--- config.mk ---
export PLATFORM = sky130hd
export DESIGN_NAME = eem_top
export DESIGN_NICKNAME = d
export VERILOG_FILES = /design/src/logic/eem_pkg.sv /design/src/logic/eem_sync2.sv /design/src/logic/eem_ssi_shift.sv /design/src/logic/eem_top.sv
export SDC_FILE = /design/constraint.sdc
export NUM_CORES = 2
export LEC_CHECK = 0
export BUFFER_PORTS_ARGS = -buffer_cell sky130_fd_sc_hd__buf_4
export CORE_MARGIN = 1
export CORE_UTILIZATION = 34
export DETAILED_ROUTE_END_ITERATION = 8
export PLACE_DENSITY = 0.49
export SETUP_SLACK_MARGIN = 0.2
export SYNTH_ARGS = -nofsm -noshare
export SYNTH_HDL_FRONTEND = slang
export SYNTH_SLANG_ARGS = --single-unit
--- constraint.sdc ---
create_clock -name ref_clk_in -period 13.8 [get_ports ref_clk_in]
set_input_delay 1.38 -clock ref_clk_in [delete_from_list [all_inputs] [get_ports ref_clk_in]]
set_output_delay 1.38 -clock ref_clk_in [all_outputs]
set_load 0.03 [all_outputs]
--- src/logic/eem_pkg.sv ---
// shared constants for the encoder emulation block
package eem_pkg;

  // ----------------------------------------------------------------
  // clock and timing
  // ----------------------------------------------------------------
  localparam int CLK_FREQ_MHZ = 200;
  localparam int EDGE_SPACING_NS = 200;
  localparam int MONO_SLOW_NS = 13000;
  localparam int MONO_FAST_NS = 3000;
  // least time rounds up, monoflop is a nominal figure
  localparam int EDGE_SPACING_CYC =
    (EDGE_SPACING_NS * CLK_FREQ_MHZ + 999) / 1000;
  localparam int MONO_SLOW_CYC = MONO_SLOW_NS * CLK_FREQ_MHZ / 1000;
  localparam int MONO_FAST_CYC = MONO_FAST_NS * CLK_FREQ_MHZ / 1000;
  localparam int MONO_W = 12;

  // ----------------------------------------------------------------
  // register map, byte addresses
  // ----------------------------------------------------------------
  localparam logic [11:0] ADDR_CTRL = 12'h000;
  localparam logic [11:0] ADDR_LINES = 12'h004;
  localparam logic [11:0] ADDR_ZOFS = 12'h008;
  localparam logic [11:0] ADDR_INTERP = 12'h00c;
  localparam logic [11:0] ADDR_COUNT = 12'h010;
  localparam logic [11:0] ADDR_FRAME = 12'h014;
  localparam logic [11:0] ADDR_TURNS = 12'h018;

  // control register fields
  localparam int CTL_MODE_LSB = 0;
  localparam int CTL_DIR_INV = 2;
  localparam int CTL_MULTI = 3;
  localparam int CTL_BINARY = 4;
  localparam int CTL_FAST = 5;
  localparam int CTL_CLK_INV = 6;
  localparam int CTL_ENCODER = 7;
  localparam int CTL_COMMUT = 8;
  localparam int CTL_POLE_LSB = 9;
  localparam int CTL_HOMED = 11;
  localparam int CTL_W = 12;
  localparam logic [CTL_W-1:0] CTL_RESET = 12'h000;

  // emulation_function_select values
  typedef enum logic [1:0] {
    EEM_FN_OFF = 2'b00,
    EEM_FN_INCR = 2'b01,
    EEM_FN_SSI = 2'b10,
    EEM_FN_INTERP = 2'b11
  } eem_fn_t;

  // ----------------------------------------------------------------
  // resolution and frame layout
  // ----------------------------------------------------------------
  localparam int LINES_W = 20;
  localparam logic [LINES_W-1:0] LINES_RESET = 20'h00400;
  localparam logic [LINES_W-1:0] LINES_MAX_RES = 20'h01000;
  localparam logic [LINES_W-1:0] LINES_MAX_ENC = 20'h80000;
  localparam logic [2:0] INTERP_MIN = 3'h2;
  localparam logic [2:0] INTERP_MAX = 3'h7;
  localparam int ANGLE_W = 24;
  localparam int FRAME_W = 24;
  localparam int HALF_W = 12;
  localparam logic [HALF_W-1:0] HALF_ZERO = 12'h000;
  localparam logic [HALF_W-1:0] HALF_INVALID = 12'hfff;

endpackage : eem_pkg

--- src/logic/eem_sync2.sv ---
// two-stage synchroniser for levels from outside the clock domain
`timescale 1ns/1ps
module eem_sync2 #(
  parameter int WIDTH = 1
) (
  input wire logic clk_in,
  input wire logic rstn_in,
  input wire logic [WIDTH-1:0] async_in,
  output logic [WIDTH-1:0] sync_out
);
  logic [WIDTH-1:0] meta_reg;
  logic [WIDTH-1:0] sync_reg;

  // first stage is read by the second stage only
  always_ff @(posedge clk_in or negedge rstn_in) begin
    if (!rstn_in) begin
      meta_reg <= '0;
      sync_reg <= '0;
    end else begin
      meta_reg <= async_in;
      sync_reg <= meta_reg;
    end
  end

  assign sync_out = sync_reg;
endmodule : eem_sync2

--- src/logic/eem_ssi_shift.sv ---
// serial absolute frame shifter with monoflop end of frame
`timescale 1ns/1ps
module eem_ssi_shift
  import eem_pkg::*;
(
  input wire logic clk_in,
  input wire logic rstn_in,
  input wire logic link_edge_in,
  input wire logic [FRAME_W-1:0] word_in,
  input wire logic [MONO_W-1:0] mono_cyc_in,
  output logic data_out,
  output logic busy_out,
  output logic [FRAME_W-1:0] latched_out
);
  typedef enum logic [0:0] {
    EEM_SSI_IDLE = 1'b0,
    EEM_SSI_ACTIVE = 1'b1
  } eem_ssi_st_t;

  localparam logic [4:0] BITS = 5'(FRAME_W);

  eem_ssi_st_t st_reg, st_next;
  logic [FRAME_W-1:0] sh_reg, sh_next;
  logic [FRAME_W-1:0] lat_reg, lat_next;
  logic [4:0] cnt_reg, cnt_next;
  logic [MONO_W-1:0] mono_reg, mono_next;
  logic data_reg, data_next;

  always_comb begin
    st_next = st_reg;
    sh_next = sh_reg;
    lat_next = lat_reg;
    cnt_next = cnt_reg;
    mono_next = mono_reg;
    data_next = data_reg;
    case (st_reg)
      EEM_SSI_IDLE: begin
        data_next = 1'b1;
        if (link_edge_in) begin
          // first edge freezes the position word
          sh_next = word_in; // RULE16
          lat_next = word_in;
          cnt_next = BITS; // RULE8
          mono_next = mono_cyc_in;
          st_next = EEM_SSI_ACTIVE;
        end
      end
      EEM_SSI_ACTIVE: begin
        if (link_edge_in) begin
          mono_next = mono_cyc_in;
          if (cnt_reg != 5'h00) begin
            data_next = sh_reg[FRAME_W-1]; // RULE16
            sh_next = {sh_reg[FRAME_W-2:0], 1'b0};
            cnt_next = cnt_reg - 5'h01;
          end else begin
            data_next = 1'b0;
          end
        end else if (mono_reg > {{(MONO_W-1){1'b0}}, 1'b1}) begin
          mono_next = mono_reg - {{(MONO_W-1){1'b0}}, 1'b1};
        end else begin
          // line keeps the last bit, or goes low on a further edge, until the monoflop runs out
          st_next = EEM_SSI_IDLE; // RULE15
          data_next = 1'b1;
        end
      end
      default: begin
        st_next = EEM_SSI_IDLE;
        data_next = 1'b1;
      end
    endcase
  end

  always_ff @(posedge clk_in or negedge rstn_in) begin
    if (!rstn_in) begin
      st_reg <= EEM_SSI_IDLE;
      sh_reg <= '0;
      lat_reg <= '0;
      cnt_reg <= 5'h00;
      mono_reg <= '0;
      data_reg <= 1'b1;
    end else begin
      st_reg <= st_next;
      sh_reg <= sh_next;
      lat_reg <= lat_next;
      cnt_reg <= cnt_next;
      mono_reg <= mono_next;
      data_reg <= data_next;
    end
  end

  assign data_out = data_reg;
  assign busy_out = (st_reg == EEM_SSI_ACTIVE);
  assign latched_out = lat_reg;
endmodule : eem_ssi_shift

--- src/logic/eem_top.sv ---
// encoder emulation: incremental quadrature and serial absolute output
//
// How it works
// RULE1: position derived from sampled absolute feedback
// RULE2: A and B quarter period apart, plus zero
// RULE3: lines programmable, 4096 resolver, 524288 encoder
// RULE4: one zero pulse per turn, only A=B=1; interpolation mode passes the reference mark through without A=B gating
// RULE5: zero pulse place set by stored offset
// RULE6: default counts up turning clockwise
// RULE7: interpolation gives 2^2..2^7 lines per period
// RULE8: serial frame holds exactly 24 data bits
// RULE9: single-turn: upper 12 zero, position lower 12
// RULE10: single-turn value spans one feedback pole cycle
// RULE11: commutation encoder not homed: upper 12 ones
// RULE12: multi-turn: turns upper 12, position lower 12
// RULE13: frame coded Gray by default, else binary
// RULE14: serial clock rate and polarity selectable
// RULE15: monoflop idle time after last clock edge
// RULE16: first edge latches, then MSB first shifting
// RULE17: minimum spacing between adjacent A/B edges
//
// The register addresses and the APB slave port were left to the implementer.
`timescale 1ns/1ps
module eem_top
  import eem_pkg::*;
(
  input wire logic ref_clk_in,
  input wire logic rstn_in,
  input wire logic psel_in,
  input wire logic penable_in,
  input wire logic pwrite_in,
  input wire logic [11:0] paddr_in,
  input wire logic [31:0] pwdata_in,
  output logic [31:0] prdata_out,
  output logic pready_out,
  output logic pslverr_out,
  input wire logic fb_sample_in,
  input wire logic [eem_pkg::ANGLE_W-1:0] fb_angle_in,
  input wire logic fb_ref_mark_in,
  input wire logic ssi_clk_in,
  output logic enc_a_out,
  output logic enc_b_out,
  output logic enc_zero_out,
  output logic ssi_data_out
);
  import eem_pkg::*;

  // ----------------------------------------------------------------
  // reset release and pin synchronisers
  // ----------------------------------------------------------------
  logic [1:0] rst_sh_reg;
  logic rstn;
  always_ff @(posedge ref_clk_in or negedge rstn_in) begin
    if (!rstn_in) begin
      rst_sh_reg <= 2'b00;
    end else begin
      rst_sh_reg <= {rst_sh_reg[0], 1'b1};
    end
  end
  assign rstn = rst_sh_reg[1];

  logic [1:0] pins_s;
  eem_sync2 #(.WIDTH(2)) u_sync (
    .clk_in(ref_clk_in),
    .rstn_in(rstn),
    .async_in({ssi_clk_in, fb_ref_mark_in}),
    .sync_out(pins_s)
  );

  // ----------------------------------------------------------------
  // registers
  // ----------------------------------------------------------------
  logic [CTL_W-1:0] ctl_reg, ctl_next;
  logic [LINES_W-1:0] lines_reg, lines_next;
  logic [LINES_W-1:0] zofs_reg, zofs_next;
  logic [2:0] interp_reg, interp_next;
  logic [31:0] rdata_reg, rdata_next;
  logic ready_reg, ready_next;
  logic err_reg, err_next;

  eem_fn_t mode;
  logic [1:0] pole_sel;
  assign mode = eem_fn_t'(ctl_reg[CTL_MODE_LSB +: 2]);
  assign pole_sel = ctl_reg[CTL_POLE_LSB +: 2];

  logic signed [ANGLE_W-1:0] out_cnt_reg, out_cnt_next;
  logic [HALF_W-1:0] turns_reg, turns_next;
  logic [FRAME_W-1:0] ssi_latched;
  logic ssi_busy;

  function automatic logic mapped(input logic [11:0] a);
    mapped = (a == ADDR_CTRL) || (a == ADDR_LINES) || (a == ADDR_ZOFS) ||
      (a == ADDR_INTERP) || (a == ADDR_COUNT) || (a == ADDR_FRAME) ||
      (a == ADDR_TURNS);
  endfunction : mapped

  // zero-wait slave: ready rises in the access phase
  always_comb begin
    ctl_next = ctl_reg;
    lines_next = lines_reg;
    zofs_next = zofs_reg;
    interp_next = interp_reg;
    rdata_next = rdata_reg;
    ready_next = psel_in && !penable_in;
    err_next = psel_in && !penable_in && !mapped(paddr_in);
    if (psel_in && !penable_in) begin
      case (paddr_in)
        ADDR_CTRL: rdata_next = {20'h00000, ctl_reg};
        ADDR_LINES: rdata_next = {12'h000, lines_reg};
        ADDR_ZOFS: rdata_next = {12'h000, zofs_reg};
        ADDR_INTERP: rdata_next = {29'h00000000, interp_reg};
        ADDR_COUNT: rdata_next = {8'h00, out_cnt_reg};
        ADDR_FRAME: rdata_next = {ssi_busy, 7'h00, ssi_latched};
        ADDR_TURNS: rdata_next = {20'h00000, turns_reg};
        default: rdata_next = 32'h00000000;
      endcase
    end
    if (psel_in && penable_in && ready_reg && pwrite_in) begin
      case (paddr_in)
        ADDR_CTRL: ctl_next = pwdata_in[CTL_W-1:0];
        ADDR_LINES: lines_next = pwdata_in[LINES_W-1:0]; // RULE3
        ADDR_ZOFS: zofs_next = pwdata_in[LINES_W-1:0]; // RULE5
        ADDR_INTERP: interp_next = pwdata_in[2:0];
        default: ;
      endcase
    end
  end

  always_ff @(posedge ref_clk_in or negedge rstn) begin
    if (!rstn) begin
      ctl_reg <= CTL_RESET;
      lines_reg <= LINES_RESET;
      zofs_reg <= '0;
      interp_reg <= INTERP_MIN;
      rdata_reg <= 32'h00000000;
      ready_reg <= 1'b0;
      err_reg <= 1'b0;
    end else begin
      ctl_reg <= ctl_next;
      lines_reg <= lines_next;
      zofs_reg <= zofs_next;
      interp_reg <= interp_next;
      rdata_reg <= rdata_next;
      ready_reg <= ready_next;
      err_reg <= err_next;
    end
  end

  // ----------------------------------------------------------------
  // shaft position tracking
  // ----------------------------------------------------------------
  logic [ANGLE_W-1:0] ang_in;
  logic [ANGLE_W-1:0] ang_reg, ang_next;
  logic [1:0] pcyc_reg, pcyc_next;
  logic [1:0] pp_last;
  logic wrap_up, wrap_dn;
  logic [ANGLE_W-1:0] pos_cur;

  // inverting the angle flips the sense of every output at once
  assign ang_in = ctl_reg[CTL_DIR_INV] ? (~fb_angle_in + 24'h000001)
                                       : fb_angle_in; // RULE6
  // raw angle is stored, so toggling direction makes no position jump
  assign pos_cur = ctl_reg[CTL_DIR_INV] ? (~ang_reg + 24'h000001)
                                        : ang_reg; // RULE6
  assign wrap_up = (pos_cur[ANGLE_W-1 -: 2] == 2'b11) &&
                   (ang_in[ANGLE_W-1 -: 2] == 2'b00);
  assign wrap_dn = (pos_cur[ANGLE_W-1 -: 2] == 2'b00) &&
                   (ang_in[ANGLE_W-1 -: 2] == 2'b11);
  assign pp_last = (pole_sel == 2'b10) ? 2'b10 :
                   (pole_sel == 2'b01) ? 2'b01 : 2'b00;

  always_comb begin
    ang_next = ang_reg;
    pcyc_next = pcyc_reg;
    turns_next = turns_reg;
    if (fb_sample_in) begin
      ang_next = fb_angle_in; // RULE1
      // pole cycles roll into whole motor turns
      if (wrap_up) begin
        if (pcyc_reg >= pp_last) begin
          pcyc_next = 2'b00;
          turns_next = turns_reg + 12'h001;
        end else begin
          pcyc_next = pcyc_reg + 2'b01;
        end
      end else if (wrap_dn) begin
        if (pcyc_reg == 2'b00) begin
          pcyc_next = pp_last;
          turns_next = turns_reg - 12'h001;
        end else begin
          pcyc_next = pcyc_reg - 2'b01;
        end
      end
    end
  end

  // ----------------------------------------------------------------
  // incremental scaling and edge-limited stepper
  // ----------------------------------------------------------------
  logic [LINES_W-1:0] lines_eff;
  logic [2:0] k_eff;
  logic [LINES_W+1:0] lines4;
  logic signed [ANGLE_W-1:0] delta;
  logic signed [47:0] acc_reg, acc_next;
  logic signed [ANGLE_W-1:0] target;
  logic [LINES_W+1:0] rev_reg, rev_next;
  logic [5:0] gap_reg, gap_next;
  logic [LINES_W-1:0] zofs_eff;
  logic step_en;

  localparam logic [5:0] GAP_RELOAD = 6'(EDGE_SPACING_CYC - 1);

  always_comb begin
    k_eff = interp_reg;
    if (interp_reg < INTERP_MIN) k_eff = INTERP_MIN; // RULE7
    if (interp_reg > INTERP_MAX) k_eff = INTERP_MAX; // RULE7
    if (mode == EEM_FN_INTERP) begin
      lines_eff = LINES_W'(20'h00001 << k_eff); // RULE7
    end else if (!ctl_reg[CTL_ENCODER] && lines_reg > LINES_MAX_RES) begin
      lines_eff = LINES_MAX_RES; // RULE3
    end else if (lines_reg > LINES_MAX_ENC) begin
      lines_eff = LINES_MAX_ENC; // RULE3
    end else if (lines_reg == '0) begin
      lines_eff = 20'h00001;
    end else begin
      lines_eff = lines_reg;
    end
  end

  assign lines4 = {lines_eff, 2'b00};
  assign delta = ang_in - pos_cur;
  assign target = acc_reg[47 -: ANGLE_W];
  assign zofs_eff = (zofs_reg < lines_eff) ? zofs_reg : '0;
  assign step_en = (gap_reg == 6'h00) && (target != out_cnt_reg);

  always_comb begin
    acc_next = acc_reg;
    out_cnt_next = out_cnt_reg;
    rev_next = rev_reg;
    gap_next = gap_reg;
    if (fb_sample_in) begin
      acc_next = acc_reg + 48'(delta * $signed({1'b0, lines4}));
    end
    if (gap_reg != 6'h00) begin
      gap_next = gap_reg - 6'h01;
    end
    if (step_en) begin
      gap_next = GAP_RELOAD; // RULE17
      if (target > out_cnt_reg) begin
        out_cnt_next = out_cnt_reg + 24'sh000001;
        rev_next = (rev_reg + 22'h000001 >= lines4) ? '0
                   : rev_reg + 22'h000001;
      end else begin
        out_cnt_next = out_cnt_reg - 24'sh000001;
        rev_next = (rev_reg == '0) ? lines4 - 22'h000001
                   : rev_reg - 22'h000001;
      end
    end
  end

  // quadrature phase 0:00 1:A 2:AB 3:B, A leads B counting up
  logic [1:0] q_next;
  logic a_next, b_next, z_next;
  assign q_next = out_cnt_next[1:0];

  always_comb begin
    a_next = 1'b0;
    b_next = 1'b0;
    z_next = 1'b0;
    if (mode == EEM_FN_INCR || mode == EEM_FN_INTERP) begin
      a_next = (q_next == 2'b01) || (q_next == 2'b10); // RULE2
      b_next = (q_next == 2'b10) || (q_next == 2'b11); // RULE2
      if (mode == EEM_FN_INTERP) begin
        z_next = pins_s[0];
      end else begin
        // once per turn at the offset line, inside the A=B=1 quarter
        z_next = (rev_next[LINES_W+1:2] == zofs_eff) &&
                 (q_next == 2'b10); // RULE4 RULE5
      end
    end
  end

  // ----------------------------------------------------------------
  // serial absolute output
  // ----------------------------------------------------------------
  logic clk_d_reg;
  logic link_edge;
  logic [HALF_W-1:0] upper;
  logic [FRAME_W-1:0] bin_word;
  logic [FRAME_W-1:0] ssi_word;
  logic [MONO_W-1:0] mono_cyc;
  logic ssi_data;

  // idle-high clock: first active edge is falling unless inverted
  assign link_edge = (mode == EEM_FN_SSI) &&
    (ctl_reg[CTL_CLK_INV] ? (pins_s[1] && !clk_d_reg)
                          : (!pins_s[1] && clk_d_reg)); // RULE14

  always_comb begin
    if (ctl_reg[CTL_ENCODER] && ctl_reg[CTL_COMMUT] &&
        !ctl_reg[CTL_HOMED]) begin
      upper = HALF_INVALID; // RULE11
    end else if (ctl_reg[CTL_MULTI]) begin
      upper = turns_reg; // RULE12
    end else begin
      upper = HALF_ZERO; // RULE9
    end
  end

  // lower half is the pole-cycle angle
  assign bin_word = {upper, pos_cur[ANGLE_W-1 -: HALF_W]}; // RULE9 RULE10
  assign ssi_word = ctl_reg[CTL_BINARY] ? bin_word
                    : (bin_word ^ (bin_word >> 1)); // RULE13
  assign mono_cyc = ctl_reg[CTL_FAST] ? MONO_W'(MONO_FAST_CYC)
                    : MONO_W'(MONO_SLOW_CYC); // RULE14 RULE15

  eem_ssi_shift u_ssi (
    .clk_in(ref_clk_in),
    .rstn_in(rstn),
    .link_edge_in(link_edge),
    .word_in(ssi_word),
    .mono_cyc_in(mono_cyc),
    .data_out(ssi_data),
    .busy_out(ssi_busy),
    .latched_out(ssi_latched)
  );

  // ----------------------------------------------------------------
  // state and output flops
  // ----------------------------------------------------------------
  logic a_reg, b_reg, z_reg, sd_reg;

  always_ff @(posedge ref_clk_in or negedge rstn) begin
    if (!rstn) begin
      ang_reg <= '0;
      pcyc_reg <= 2'b00;
      turns_reg <= '0;
      acc_reg <= '0;
      out_cnt_reg <= '0;
      rev_reg <= '0;
      gap_reg <= 6'h00;
      clk_d_reg <= 1'b0;
      a_reg <= 1'b0;
      b_reg <= 1'b0;
      z_reg <= 1'b0;
      sd_reg <= 1'b1;
    end else begin
      ang_reg <= ang_next;
      pcyc_reg <= pcyc_next;
      turns_reg <= turns_next;
      acc_reg <= acc_next;
      out_cnt_reg <= out_cnt_next;
      rev_reg <= rev_next;
      gap_reg <= gap_next;
      clk_d_reg <= pins_s[1];
      a_reg <= a_next;
      b_reg <= b_next;
      z_reg <= z_next;
      sd_reg <= (mode == EEM_FN_SSI) ? ssi_data : 1'b1;
    end
  end

  assign enc_a_out = a_reg;
  assign enc_b_out = b_reg;
  assign enc_zero_out = z_reg;
  assign ssi_data_out = sd_reg;
  assign prdata_out = rdata_reg;
  assign pready_out = ready_reg;
  assign pslverr_out = err_reg;

  if (EDGE_SPACING_CYC < 1 || EDGE_SPACING_CYC > 64 ||
      MONO_SLOW_CYC >= (1 << MONO_W)) begin : g_bad_timing
    $error("timing counts do not fit their counters");
  end
endmodule : eem_top

==> metrics <==
number of I/O port buffers=94; Power per Cell Area=between 100 and 150 mW/mm2; placed cell count=about 6000; DR WL/cell=between 20 and 25 um; status=finished, final reports clean; largest family of logic cells by synthesized area=adder cells; worst setup path endpoint=acc_reg[47]; die area=about 0.12 mm2; Power, Total=between 5 and 6 mW; die height=roughly 340 um; Largest stage delay, worst path=0.66 ns; DRT iter0 DRCs=2266; vias in the first global route=around 33000; final worst-path cycle share=around 94%; Top cell by count, worst path=fa_1; worst reg2reg path depth=47; Final Hold Fails=0; relative slew slack=a little under a quarter; CP Capture Type=flip-flop; critical path startpoint category=flip-flop; row count=~130; Max-Cap Viols=0; average size of a mapped cell=between 8 and 9 um2; share of cells above drive strength 1=13.9%; initial antenna violation count=1; Synth Area in Compound Gates=13.2%; residual DRC count=0; total wire length=131000 um; Max VDD drop=123 uV; Pleak=21.7 nW; grt ovf=0; clock sink count=296; most area-hungry cell type in the Yosys netlist=fa_1; Synth Area in Simple Gates=15.5%; CP max stage cell=fa_1; post-synth cell types=between 100 and 150; initial core utilization=between 30% and 40%; Yosys warnings=0; # hold bufs at CTS=0; CTS max path bufs=3; HP Class=reg2async; CTS Buf Count=39; DIE WIDTH=344 um; dominant synthesized flop cell=dfrtp_1; Post-DRT Antenna Nets=0; Achievable Freq=76.8 MHz; pin count of the biggest net entering global routing=between 150 and 200; Reg-to-Reg End=acc_reg[47]; Fin Hold WS=roughly 0.29 ns; number of synthesized register bits=just under 300; gpl congestion=just over 0.9; Adder-Cell Fraction of Synth Area=around a third; critical-path maximum fanout=12; critical path startpoint=ang_reg[5]; Syn Inst Count=between 4000 and 5000; GRT Total Usage=a little under a quarter; RSZ-0062 raised after global routing=false; EDFF count, synth=0; first-pass GRT wire length=203000 um; Final setup viols=0; register area share after synthesis=between 10% and 20%; H-tree depth=2; Root Driver=clkbuf_16; Req. time, crit path=around 14 ns; Setup CP Type=reg2reg; Via Count=~32000; xor-xnor portion of the synthesized cell area=roughly 5.9%; register clock-pin slew on the reported worst setup and hold paths=approximately 0.060 ns; Cell Count, Final, Fillers Out=roughly 6200; share of the synthesized area in the top cell type=24.9%; Mapped Area=roughly 0.040 mm2; max reg flops=46; Skew-Pair Late Insertion Delay=around 0.6 ns; Area contributors post-synth=fa_1, dfrtp_1, ha_1, inv_1, nor2_1; placed cell areas=0.0438 mm2; worst r2r src=ang_reg[5]; fin area=about 0.045 mm2; drt first pass iters=5; Boundary Pins=114; Async SR Flop Fraction=between 90% and 100%; post-DR vias/cell=around 5.2; Setup Skew=roughly 0.029 ns; final-stage net count=between 5000 and 6000; Area growth syn-to-layout=13.8%; crit path DAT=around 13 ns; Final min period=about 13 ns; worst-margin pin slew=1.15 ns; CTS tree=done; dpl hpwl=between 100000 and 150000 um; most frequent cells in the layout=inv_1, fa_1, nor2_1; R2R setup slack=0.79 ns; most common cell after layout, fill and taps aside=inv_1; CORE AREA=between 0.1 and 0.15 mm2; Slew Viols, Final=0; multiplexer share of the synthesized area=under 10%
-- cell families (layout without fill, tap and decap cells) --
| logic type | after synthesis | after routing |
|---|---|---|
| AO/OA/AOI/OAI | 788 | 788 |
| XOR/XNOR | 262 | 262 |
| adder cells (fa/ha/maj) | 799 | 799 |
| buffers and inverters | 796 | 1052 |
| flip-flops | 296 | 296 |
| multiplexers | 162 | 162 |
| other | 2 | 9 |
| AND/OR/NAND/NOR | 1343 | 1343 |
-- cell usage after synthesis, types with 15 or more instances --
cell type	n
o31ai_1	42
a221oi_1	25
nand2_1	452
a211oi_1	29
inv_1	591
and2_1	19
a22oi_1	16
nor2_1	467
xor2_1	100
a31oi_1	24
nand4_1	38
a21o_1	69
o21a_1	24
nor2b_1	24
nand3_1	59
o22ai_1	15
xnor2_1	159
fa_1	495
nor3_1	55
mux2i_1	45
buf_2	19
nand2b_1	55
mux2_2	116
dfrtp_1	292
a21oi_1	183
ha_1	304
o21ai_0	187
or2_2	17
or3_1	31
o21bai_1	23
and3_1	32
clkbuf_1	147
-- through the flow --
step / TNS (ns) / worst slack, ns / util [%]
floorplan: 0 / 1.15 / -
global placement: -0.513 / -0.159 / 37.8
detailed placement: -0.387 / -0.122 / 37.8
CTS: 0 / 0.439 / 38.9
global route: 0 / 0.276 / 39.0
finish: 0 / 0.786 / 39.0
-- worst min path at each step --
stage | start | slack, ns | cells after the start | to
6_report | rst_sh_reg[1] | 0.29 | 0 | u_ssi.cnt_reg[4]
5_1_grt | rst_sh_reg[1] | 0.34 | 0 | u_ssi.cnt_reg[1]
4_1_cts | rst_sh_reg[1] | 0.31 | 0 | u_ssi.sh_reg[16]
3_5_place_dp | rst_sh_reg[1] | 0.31 | 0 | u_ssi.cnt_reg[1]
3_3_place_gp | rst_sh_reg[1] | 0.31 | 0 | u_ssi.cnt_reg[1]
2_1_floorplan | rst_sh_reg[0] | 0.33 | 0 | rst_sh_reg[1]
-- repair_timing --
item | 4_1_cts | 5_1_grt
resized for setup | 0 | 15
setup buffers | 0 | 0
endpoints found under the setup margin | 0 | 11
-- metal layers --
metal | routed length, um | part of all wire [%] | track usage (%)
met2 | 58200 | 44 | 35.2
met4 | 2970 | 2.3 | 5.03
met3 | 7700 | 5.9 | 3.32
met1 | 61900 | 47 | 32.9
met5 | 0 | 0 | 0
-- final cells by class --
class | instances | area [um2]
timing repair buffer | 375 | 2890
tap | 1524 | 1910
antenna | 1 | 2.50
clock inverter | 18 | 256
multi-input combinational | 3362 | 29400
clock buffer | 53 | 1100
inverter | 606 | 2280
sequential | 296 | 7420
fill | 11900 | 70800
-- worst max-delay path, delay by kind of cell (launching register included) --
kind,cells,cell delay (ns)
buffers and inverters,6,0.92
flip-flops,1,0.46
AO/OA/AOI/OAI,15,3.11
XOR/XNOR,5,1.05
adder cells (fa/ha/maj),10,4.43
AND/OR/NAND/NOR,11,2.90
-- report_power, final --
group	internal (mW)	total, mW	switching (mW)
combinational	1.31	2.99	1.68
sequential	1.01	1.26	0.242
clock	0.657	1.11	0.456
total	2.98	5.36	2.37
No activity file was read; power rests on OpenSTA's default activity.
